<file path="src/logic/lfcb_cfg.svh">
/*
  Constants of the frame control and data buffer block: indirect indices,
  control and status bit positions, reset values and buffer sizes.
  Assumes it is included by bare name from the package and the modules.
*/
`ifndef LFCB_CFG_SVH
`define LFCB_CFG_SVH

// ----------------------------------------
// Indirect register indices
// ----------------------------------------
`define LFCB_IDX_DATA_FIRST 8'h00
`define LFCB_IDX_DATA_LAST 8'h07
`define LFCB_IDX_CTRL 8'h08
`define LFCB_IDX_STATUS 8'h09
`define LFCB_IDX_ERROR 8'h0A

// ----------------------------------------
// Control bit positions
// ----------------------------------------
`define LFCB_CTRL_STOP 7
`define LFCB_CTRL_SLEEP 6
`define LFCB_CTRL_DIR 5
`define LFCB_CTRL_DATA_REQUEST_ACKNOWLEDGE 4
`define LFCB_CTRL_CLRINT 3
`define LFCB_CTRL_CLRERR 2
`define LFCB_CTRL_WUP 1
`define LFCB_CTRL_START 0

// ----------------------------------------
// Status bit positions
// ----------------------------------------
`define LFCB_ST_INT 3
`define LFCB_ST_ERR 2

// ----------------------------------------
// Sizes and reset values
// ----------------------------------------
`define LFCB_BYTE_W 8
`define LFCB_NUM_BYTES 8
`define LFCB_ERR_W 5
`define LFCB_FIFO_DEPTH 8
`define LFCB_RST_BYTE 8'h00

`endif

</file>
<file path="src/logic/lfcb_pkg.sv">
/*
  Types of the frame control and data buffer block.
  Assumes the constants header is on the include path.
*/
`include "lfcb_cfg.svh"

package lfcb_pkg;

  // ----------------------------------------
  // Top state
  // ----------------------------------------
  typedef logic [`LFCB_BYTE_W-1:0] lfcb_byte_t;

  typedef struct packed {
    lfcb_byte_t idx;
    lfcb_byte_t rdata;
    lfcb_byte_t [`LFCB_NUM_BYTES-1:0] data;
    logic sleep;
    logic dir_tx;
    logic data_request_acknowledge;
    logic wakeup_send_request;
    logic frame_start_request;
    logic blocked;
    logic int_pend;
    logic err_flag;
    logic [`LFCB_ERR_W-1:0] err_bits;
    logic [3:0] rx_ptr;
    lfcb_byte_t tx_byte;
    logic abandon;
  } lfcb_top_st_t;

endpackage

</file>
<file path="src/logic/lfcb_strm_if.sv">
/*
  Valid/ready byte stream between the top and its FIFO.
  Assumes one clock shared by both ends.
*/
`timescale 1ns/1ps

interface lfcb_strm_if #(
  parameter int W = 8
);
  logic valid;
  logic ready;
  logic [W-1:0] data;

  modport src (output valid, output data, input ready);
  modport snk (input valid, input data, output ready);
endinterface

</file>
<file path="src/logic/lfcb_fifo.sv">
/*
  Synchronous FIFO with valid/ready on both sides.
  Assumes a single clock and an active-low async reset already synchronised.
*/
`timescale 1ns/1ps

module lfcb_fifo #(
  parameter int W = 8,
  parameter int D = 8
) (
  input wire logic clk,
  input wire logic rst_n,
  lfcb_strm_if.snk in_s,
  lfcb_strm_if.src out_s
);
  localparam int AW = $clog2(D);

  // ----------------------------------------
  // State
  // ----------------------------------------
  typedef struct packed {
    logic [D-1:0][W-1:0] mem;
    logic [AW-1:0] wr;
    logic [AW-1:0] rd;
    logic [AW:0] cnt;
    logic rdy;
  } lfcb_fifo_st_t;

  lfcb_fifo_st_t st_ff;
  lfcb_fifo_st_t nxt_st;
  logic push;
  logic pop;

  assign push = in_s.valid & st_ff.rdy;
  assign pop = out_s.ready & (st_ff.cnt != '0);
  assign in_s.ready = st_ff.rdy;
  assign out_s.valid = (st_ff.cnt != '0);
  assign out_s.data = st_ff.mem[st_ff.rd];

  always_comb
  begin
    nxt_st = st_ff;
    if (push)
    begin
      nxt_st.mem[st_ff.wr] = in_s.data;
      nxt_st.wr = (st_ff.wr == AW'(D - 1)) ? '0 : st_ff.wr + 1'b1;
    end
    if (pop)
    begin
      nxt_st.rd = (st_ff.rd == AW'(D - 1)) ? '0 : st_ff.rd + 1'b1;
    end
    nxt_st.cnt = st_ff.cnt + (AW+1)'(push) - (AW+1)'(pop);
    // Ready registered so the source sees it straight from a flop
    nxt_st.rdy = (nxt_st.cnt != (AW+1)'(D));
  end

  always_ff @(posedge clk or negedge rst_n)
  begin
    if (!rst_n)
    begin
      st_ff <= '0;
      st_ff.rdy <= 1'b1;
    end
    else
    begin
      st_ff <= nxt_st;
    end
  end
endmodule

</file>
<file path="src/logic/lfcb_top.sv">
/*
  Frame control register and eight-byte frame data buffer of a LIN
  controller, reached through an index register and a data window.
  Assumes all inputs come from logic on CLK; ARST_N may be asynchronous.
*/
`timescale 1ns/1ps
`include "lfcb_cfg.svh"

//
// Contract
// - Master-only and slave-only bits follow current role
// - Control register at index 0x08, resets zero
// - Slave stop write blocks until sync break
// - Slave sleep bit selects sleep or wake
// - Direction bit: zero receive, one transmit
// - Device clears acknowledge bit once taken
// - Bit 3 write clears pending interrupt flag
// - Bit 2 write clears error flags
// - Bit 1 sends wakeup, self clears
// - Master bit 0 starts frame transmission
// - Start bit clears on completion or error
// - Index register selects target of data window
// - Error raises interrupt, abandons frame
// - Start and wakeup need error flag clear
module lfcb_top (
  input wire logic CLK,
  input wire logic ARST_N,
  input wire logic IDX_WR,
  input wire logic WIN_WR,
  input wire logic [7:0] BUS_WDATA,
  output logic [7:0] BUS_RDATA,
  input wire logic MASTER_MODE,
  input wire logic FRAME_DONE,
  input wire logic ERR_DETECT,
  input wire logic [4:0] ERR_CAUSE,
  input wire logic INT_EVENT,
  input wire logic SYNC_BREAK,
  input wire logic ACK_TAKEN,
  input wire logic WAKEUP_SENT,
  input wire logic RX_VALID,
  input wire logic [7:0] RX_DATA,
  output logic RX_READY,
  input wire logic [2:0] TX_SEL,
  output logic [7:0] TX_BYTE,
  output logic START_REQ,
  output logic DIR_TX,
  output logic SLEEP_EN,
  output logic DATA_ACK,
  output logic WAKEUP_REQ,
  output logic PROC_BLOCKED,
  output logic INT_PENDING,
  output logic ERROR_FLAG,
  output logic FRAME_ABANDON
);

  // ----------------------------------------
  // Reset release
  // ----------------------------------------
  logic [1:0] rsync_ff;
  logic rst_n;

  always_ff @(posedge CLK or negedge ARST_N)
  begin
    if (!ARST_N)
    begin
      rsync_ff <= 2'h0;
    end
    else
    begin
      rsync_ff <= {rsync_ff[0], 1'b1};
    end
  end

  assign rst_n = rsync_ff[1];

  // ----------------------------------------
  // Receive byte FIFO
  // ----------------------------------------
  lfcb_strm_if #(.W(`LFCB_BYTE_W)) rx_in ();
  lfcb_strm_if #(.W(`LFCB_BYTE_W)) rx_out ();

  assign rx_in.valid = RX_VALID;
  assign rx_in.data = RX_DATA;
  assign RX_READY = rx_in.ready;

  lfcb_fifo #(
    .W(`LFCB_BYTE_W),
    .D(`LFCB_FIFO_DEPTH)
  ) u_rx_fifo (
    .clk(CLK),
    .rst_n(rst_n),
    .in_s(rx_in),
    .out_s(rx_out)
  );

  // ----------------------------------------
  // State
  // ----------------------------------------
  lfcb_pkg::lfcb_top_st_t st_ff;
  lfcb_pkg::lfcb_top_st_t nxt_st;

  logic win_data;
  logic win_ctrl;
  logic slave;
  logic buf_full;
  logic sw_byte_wr;
  logic drain;
  logic [7:0] ctrl_rd;
  logic [7:0] status_rd;
  logic [7:0] rd_mux;

  assign slave = ~MASTER_MODE;
  assign win_data = (st_ff.idx <= `LFCB_IDX_DATA_LAST);
  assign win_ctrl = (st_ff.idx == `LFCB_IDX_CTRL);
  assign sw_byte_wr = WIN_WR & win_data;
  assign buf_full = (st_ff.rx_ptr == 4'(`LFCB_NUM_BYTES));
  // Software byte writes take the buffer port, so the FIFO stalls then
  assign rx_out.ready = ~sw_byte_wr & (~buf_full | st_ff.blocked);
  assign drain = rx_out.valid & rx_out.ready;

  // ----------------------------------------
  // Readback views
  // ----------------------------------------
  always_comb
  begin
    ctrl_rd = `LFCB_RST_BYTE;
    // Stop and clear bits read zero
    ctrl_rd[`LFCB_CTRL_SLEEP] = st_ff.sleep;
    ctrl_rd[`LFCB_CTRL_DIR] = st_ff.dir_tx;
    ctrl_rd[`LFCB_CTRL_DATA_REQUEST_ACKNOWLEDGE] = st_ff.data_request_acknowledge;
    ctrl_rd[`LFCB_CTRL_WUP] = st_ff.wakeup_send_request;
    ctrl_rd[`LFCB_CTRL_START] = st_ff.frame_start_request;
    status_rd = `LFCB_RST_BYTE;
    status_rd[`LFCB_ST_INT] = st_ff.int_pend;
    status_rd[`LFCB_ST_ERR] = st_ff.err_flag;
  end

  always_comb
  begin
    if (win_data)
    begin
      rd_mux = st_ff.data[st_ff.idx[2:0]];
    end
    else
    begin
      case (st_ff.idx)
        `LFCB_IDX_CTRL:
        begin
          rd_mux = ctrl_rd;
        end
        `LFCB_IDX_STATUS:
        begin
          rd_mux = status_rd;
        end
        `LFCB_IDX_ERROR:
        begin
          rd_mux = {3'h0, st_ff.err_bits};
        end
        default:
        begin
          rd_mux = `LFCB_RST_BYTE;
        end
      endcase
    end
  end

  // ----------------------------------------
  // Next state
  // ----------------------------------------
  always_comb
  begin
    logic wr_ctrl;
    logic err_ev;
    wr_ctrl = WIN_WR & win_ctrl;
    err_ev = ERR_DETECT;
    nxt_st = st_ff;
    nxt_st.abandon = err_ev;

    if (IDX_WR)
    begin
      nxt_st.idx = BUS_WDATA;
    end

    // Data buffer: software write or drained receive byte
    if (sw_byte_wr)
    begin
      nxt_st.data[st_ff.idx[2:0]] = BUS_WDATA;
    end
    else if (drain & ~st_ff.blocked)
    begin
      nxt_st.data[st_ff.rx_ptr[2:0]] = rx_out.data;
      nxt_st.rx_ptr = st_ff.rx_ptr + 4'h1;
    end

    // Hardware clears of self-clearing bits
    if (ACK_TAKEN)
    begin
      nxt_st.data_request_acknowledge = 1'b0;
    end
    if (WAKEUP_SENT)
    begin
      nxt_st.wakeup_send_request = 1'b0;
    end
    if (FRAME_DONE)
    begin
      nxt_st.frame_start_request = 1'b0;
    end

    // Control register writes
    if (wr_ctrl)
    begin
      nxt_st.dir_tx = BUS_WDATA[`LFCB_CTRL_DIR];
      if (slave)
      begin
        nxt_st.sleep = BUS_WDATA[`LFCB_CTRL_SLEEP];
        if (BUS_WDATA[`LFCB_CTRL_DATA_REQUEST_ACKNOWLEDGE])
        begin
          nxt_st.data_request_acknowledge = 1'b1;
        end
        if (BUS_WDATA[`LFCB_CTRL_STOP])
        begin
          nxt_st.blocked = 1'b1;
        end
      end
      if (BUS_WDATA[`LFCB_CTRL_CLRINT])
      begin
        nxt_st.int_pend = 1'b0;
      end
      if (BUS_WDATA[`LFCB_CTRL_CLRERR])
      begin
        nxt_st.err_flag = 1'b0;
        nxt_st.err_bits = '0;
      end
      // Error flag checked before accepting start or wakeup
      if (BUS_WDATA[`LFCB_CTRL_WUP] & ~st_ff.err_flag)
      begin
        nxt_st.wakeup_send_request = 1'b1;
      end
      if (BUS_WDATA[`LFCB_CTRL_START] & MASTER_MODE & ~st_ff.err_flag)
      begin
        nxt_st.frame_start_request = 1'b1;
        nxt_st.rx_ptr = 4'h0;
      end
    end

    // Sync break lifts the stop block and restarts byte capture
    if (SYNC_BREAK)
    begin
      nxt_st.rx_ptr = 4'h0;
      if (~(wr_ctrl & slave & BUS_WDATA[`LFCB_CTRL_STOP]))
      begin
        nxt_st.blocked = 1'b0;
      end
    end

    // Events win over a same-cycle clear
    if (INT_EVENT | err_ev)
    begin
      nxt_st.int_pend = 1'b1;
    end
    if (err_ev)
    begin
      nxt_st.err_flag = 1'b1;
      nxt_st.err_bits = nxt_st.err_bits | ERR_CAUSE;
      // Abandon the frame even if a start was written this cycle
      nxt_st.frame_start_request = 1'b0;
    end

    nxt_st.rdata = rd_mux;
    nxt_st.tx_byte = st_ff.data[TX_SEL];
  end

  always_ff @(posedge CLK or negedge rst_n)
  begin
    if (!rst_n)
    begin
      st_ff <= '0;
    end
    else
    begin
      st_ff <= nxt_st;
    end
  end

  // ----------------------------------------
  // Outputs
  // ----------------------------------------
  assign BUS_RDATA = st_ff.rdata;
  assign TX_BYTE = st_ff.tx_byte;
  assign START_REQ = st_ff.frame_start_request;
  assign DIR_TX = st_ff.dir_tx;
  assign SLEEP_EN = st_ff.sleep;
  assign DATA_ACK = st_ff.data_request_acknowledge;
  assign WAKEUP_REQ = st_ff.wakeup_send_request;
  assign PROC_BLOCKED = st_ff.blocked;
  assign INT_PENDING = st_ff.int_pend;
  assign ERROR_FLAG = st_ff.err_flag;
  assign FRAME_ABANDON = st_ff.abandon;

endmodule

</file>
<file path="config.mk">
export PLATFORM = sky130hd
export DESIGN_NAME = lfcb_top
export DESIGN_NICKNAME = d
export VERILOG_FILES = /design/src/logic/lfcb_pkg.sv /design/src/logic/lfcb_strm_if.sv /design/src/logic/lfcb_fifo.sv /design/src/logic/lfcb_top.sv
export VERILOG_INCLUDE_DIRS = /design/src /design/src/logic
export SDC_FILE = /design/constraint.sdc
export NUM_CORES = 1
export LEC_CHECK = 0
export BUFFER_PORTS_ARGS = -buffer_cell sky130_fd_sc_hd__buf_2
export CORE_MARGIN = 10
export CORE_UTILIZATION = 55
export DETAILED_ROUTE_END_ITERATION = 10
export GPL_TIMING_DRIVEN = 0
export HOLD_SLACK_MARGIN = 0.06
export PLACE_DENSITY = 0.76
export SYNTH_ARGS = -nofsm -noshare
export SYNTH_HDL_FRONTEND = slang
export SYNTH_SLANG_ARGS = --single-unit
</file>
<file path="constraint.sdc">
create_clock -name CLK -period 5.15 [get_ports CLK]
set_input_delay 0.515 -clock CLK [delete_from_list [all_inputs] [get_ports CLK]]
set_output_delay 0.515 -clock CLK [all_outputs]
set_load 0.005 [all_outputs]
</file>
[Word-level counts from Yosys, hierarchy flattened]
Index checks and enable logic that the tools add are counted.
Word-level totals
  register bits after elaboration: 183
  bits of input ports: 36
Cells by class
  add/sub/neg operators: 5
  bitwise operators: 19
  muxes and demuxes: 42
  order comparisons: 9
  reductions and logical operators: 12
  eq/ne operators: 7
Operators with widths (count)
  $bwmux 64: 3
  $mux 64: 2
  $bmux 8 s3: 3
  $demux 8 s3: 3
  $mux 8: 7
  $eq 8x4->1 const B: 3
  $pmux 7 s3: 1
  $lt 3x4->1 const B: 5
  $mux 4: 4
  $mux 15: 1
  $mux 1: 14
  $mux 6: 2
  $and 1x1->1: 11
  $reduce_bool 2->1: 5
  $ge 3x1->1 const B: 3
  $le 8x3->1 const B: 1
  $add 3x1->3 const B: 2
  $eq 3x3->1 const B: 2
  $mux 3: 2
  $reduce_and 2->1: 3
  $not 1->1: 5
  $or 5x5->5: 1
  $add 4x1->4: 1
  $add 4x1->4 const B: 1
  6 further kinds: 9

[Logic depth before layout (Yosys ltp)]
  depth after elaboration: 12
  gate-level depth with buffers: 13
  depth with buffers taken out: 12

[Modules after synthesis]
Synthesis repeated with hierarchy kept, for this count alone.
Second synthesis, totals
  cell total of the unflattened synthesis: 750
  area total of the unflattened synthesis: 9670.5 um^2
Modules (own cells, without submodules)
  lfcb_top: area each 6108.4 um^2, cells an instance 530, instances 1, seq. area each 2702.6 um^2
  lfcb_fifo: area each 3562.2 um^2, cells an instance 220, instances 1, seq. area each 1878.1 um^2

[Least setup slack after synthesis]
Ideal clock, no wire load.
  kind: in2reg
  start: in WIN_WR
  end: reg u_rx_fifo.st_ff, in the netlist u_rx_fifo.in_s.ready
  data required time: 5050 ps
  setup time: 100 ps
  stages: 12
  arrival time: 3016 ps
  setup slack: 2034 ps
  cells stage by stage: clkbuf_1 > nand3_2 > buf_2 > nand2_1 > inv_1 > ha_1 > inv_1 > ha_1 > inv_1 > fa_1 > inv_1 > or4b_2
RTL lines
  from (decl): line lfcb_top.sv:29  | input wire logic WIN_WR,
  to (signal assigned): line lfcb_fifo.sv:66  | st_ff <= nxt_st;
  to (decl): line lfcb_fifo.sv:29  | lfcb_fifo_st_t st_ff;

==> reports/summary.txt <==
Unique cell type count in the Yosys netlist - 62
Synthesized net count - 786
Die Y - 150 um
Hpwl dp - 18.5 mm
Vias per Instance - 6.58
Root Buffer - clkbuf_16
Via Count - 6853
Fillers - 1287
Most frequent CP cell - inv_1
Drt wl/cell - 25.7 um
Max-Cap Viols - 0
Count leader, synth - dfrtp_1
Die area - 22500 um2
DRC viols - 0
Clock transition at path regs - 0.08 ns
Req. time, crit path - 5.51 ns
Clock Skews - 0.0116 ns
Starting DRT DRC Count - 510
Worst Max-Slew Pin Slew - 0.976 ns
Avg Cell Area, Syn - 12.6 um2
Vias in the first global route - 7285
Total congestion overflow - 0
Reg-to-reg slack, setup - 1.78 ns
Clock buffer depth - 2
I/O pins - 62
Cell taking the most area after synthesis - dfrtp_1
Drt total wl - 26.7 mm
Setup TNS - 0 ns
Fmax - 0.297 GHz
DRT Pass-1 Iters - 5
Layout overhead on the synthesized area - 13.2%
Clock latency on the worst-skew pair - 0.45 ns
Pwr dens - 591 nW/um2
Nets - 856
ANT nets after route - 0
Register area share after synthesis - 0.493
Fin crit period - 3.37 ns
Arrival time at the worst endpoint - 3.73 ns
Final period util - 0.655
Total global-route track usage - 0.247
Initial antenna violation count - 1
RSZ-0062 raised after global routing - false
Endpoints failing setup - 0
Crit-path max FO - 10
Max_slew headroom - 0.347
VDD IR-drop max - 0.411 mV
TritonCTS sink count - 183
Pre-CTS setup slack - 1.60 ns
Row count - 47
Largest net degree at the start of global routing - 69
Post-synth EDFFs - 0
Worst path cell trace - nor3_2 -> nand3_2 -> buf_2 -> nand2_1 -> inv_1 -> ha_1 -> inv_1 -> ha_1 -> inv_1 -> fa_1 -> inv_1 -> or4b_2
Crit Path Class - register to register
CP max stage cell - or4b_2
Final GP Congestion - 1.05
Mapped cell area - 9290 um2
Cells after Synth - 738
Core Region - 16600 um2
Outcome - complete, no violations
First-pass GRT wire length - 42.2 mm
Async S/R FF share, synth - 1.00
Yosys warnings - 0
Max-slew violations - 0
Synth cell count leaders - 182 x dfrtp_1, 86 x mux2_2, 53 x nor2_1
Layout cell share with drive strength beyond 1 - 0.346
Flops & latches, synth - 183
Ys flop type - dfrtp_1
Crit path largest cell delay - 0.66 ns
TritonCTS clock tree - built
Leak - 4.57 nW
H-tree Lvls - 4
CTS Buf Count - 17
Die Span X - 150 um
Final setup margin - 1.78 ns
Starting Density - 0.560
Fin. Hold Viols - 0
PortBufs - 48
Critical Path Sink Type - register
Post-synth top area share - 0.490
Worst Hold Class - input port to register
Largest cells by area after synthesis - dfrtp_1 49%, mux2_2 10%, mux4_2 8.2%, a221o_1 3.4%, a2bb2oi_1 2.7%
Crit path launch type - register
==> flip-flops by register name, indices dropped and copies added, names as in the netlist <==
name	cells
u_rx_fifo.in_s.ready	1
SLEEP_EN	1
rsync_ff	2
DIR_TX	1
DATA_ACK	1
PROC_BLOCKED	1
FRAME_ABANDON	1
TX_BYTE	8
ERROR_FLAG	1
INT_PENDING	1
WAKEUP_REQ	1
st_ff	81
u_rx_fifo.st_ff	74
BUS_RDATA	8
START_REQ	1
==> layout make-up <==
class                   instances  area, um2  share of cell area
multi-input cells             480       4340               0.413
clock inverters                15        211              0.0201
inverters                      22       82.6             0.00785
plain buffers                  53        292              0.0277
repair buffers                 51        305              0.0290
clock buffers                  17        425              0.0404
well taps                     220        275              0.0262
flip-flops and latches        183       4580               0.436
diodes                          1       2.50            0.000238
==> cells by family after synthesis <==
family,after synthesis,share of synthesized area
xor gates and xnor gates,5,0.00471
muxes,145,0.214
buffers and inverters,75,0.0403
AOI/OAI and AO/OA,153,0.132
DFF,183,0.493
other,1,0.000403
and+or+nand+nor,164,0.0990
adders and majority gates,12,0.0170
==> what timing repair did <==
action | CTS | global route
endpoints found under the hold margin | 2 | 0
endpoints found under the setup margin | 0 | 0
gates resized for setup | 0 | 0
buffers inserted | 0 | 0
hold buffers | 1 | 0
==> routing by layer <==
metal  track usage  routed length, um
met1         0.298              10500
met2         0.406              13300
met3        0.0716               2060
met4         0.102                898
met5             0                  0
==> power breakdown <==
part	switching [mW]	total, mW	internal [mW]
clock network	0.695	1.37	0.675
registers	0.455	2.47	2.02
logic	1.15	2.37	1.22
total	2.30	6.21	3.91
==> placed cells by master (no fill, tap or decap), types with 4 or more instances in the layout <==
| cell | netlist | final |
|---|---|---|
| nand4_1 | 5 | 5 |
| a21o_1 | 4 | 4 |
| dfrtp_1 | 182 | 181 |
| mux2i_1 | 23 | 23 |
| o211ai_1 | 4 | 4 |
| clkinv_8 | 0 | 7 |
| a22o_1 | 9 | 9 |
| mux2_2 | 86 | 86 |
| a2bb2oi_1 | 29 | 29 |
| nor3_1 | 7 | 7 |
| inv_1 | 22 | 22 |
| nand2b_1 | 5 | 5 |
| ha_1 | 11 | 11 |
| nand2_1 | 18 | 18 |
| o22ai_1 | 4 | 4 |
| mux4_2 | 34 | 34 |
| nor2b_1 | 7 | 7 |
| a221o_1 | 32 | 32 |
| nand4b_1 | 5 | 5 |
| nor3_2 | 6 | 6 |
| or2_2 | 29 | 29 |
| nor2_1 | 53 | 53 |
| buf_2 | 11 | 59 |
| a221oi_1 | 4 | 4 |
| clkbuf_16 | 0 | 17 |
| clkbuf_1 | 18 | 18 |
| nand3_1 | 12 | 12 |
| o21ai_0 | 36 | 36 |
| buf_1 | 5 | 5 |
| o32ai_1 | 5 | 5 |
| a22oi_1 | 8 | 8 |
| buf_4 | 17 | 17 |
==> metrics by stage <==
step                hold WS, ns  utilization  std cells  instance area (um2)  power [mW]
floorplan                 0.219            -        738                 9300        4.08
global placement          0.302        0.592       1006                 9810        4.64
detailed placement        0.303        0.595       1008                 9870        4.80
CTS                       0.178        0.634       1041                10500        6.18
global route              0.175        0.634       1041                10500        6.55
finish                    0.182        0.634       1042                10500        6.21
==> final timing paths <==
| kind | from | end | depth (start not counted) |
|---|---|---|---|
| max | st_ff[102]$_DFFE_PN0P_ | u_rx_fifo.in_s.ready$_DFF_PN1_ | 12 |
| min | ERR_DETECT | FRAME_ABANDON$_DFF_PN0_ | 1 |
| max reg2reg | st_ff[102]$_DFFE_PN0P_ | u_rx_fifo.in_s.ready$_DFF_PN1_ | 12 |
| min reg2reg | rsync_ff[0]$_DFF_PN0_ | rsync_ff[1]$_DFF_PN0_ | 0 |
| max in group asynchronous | rsync_ff[1]$_DFF_PN0_ | st_ff[81]$_DFFE_PN0P_ | 1 |
| min in group asynchronous | ARST_N | rsync_ff[1]$_DFF_PN0_ | 2 |
==> critical path: cells and delay by family, from the launching register on <==
family / cells / cell delay (ns)
simple gates: 4 / 1.46
fa+ha+maj: 3 / 0.91
buf+inv: 5 / 0.52
flops: 1 / 0.41
(Power assumes the default switching activity.)
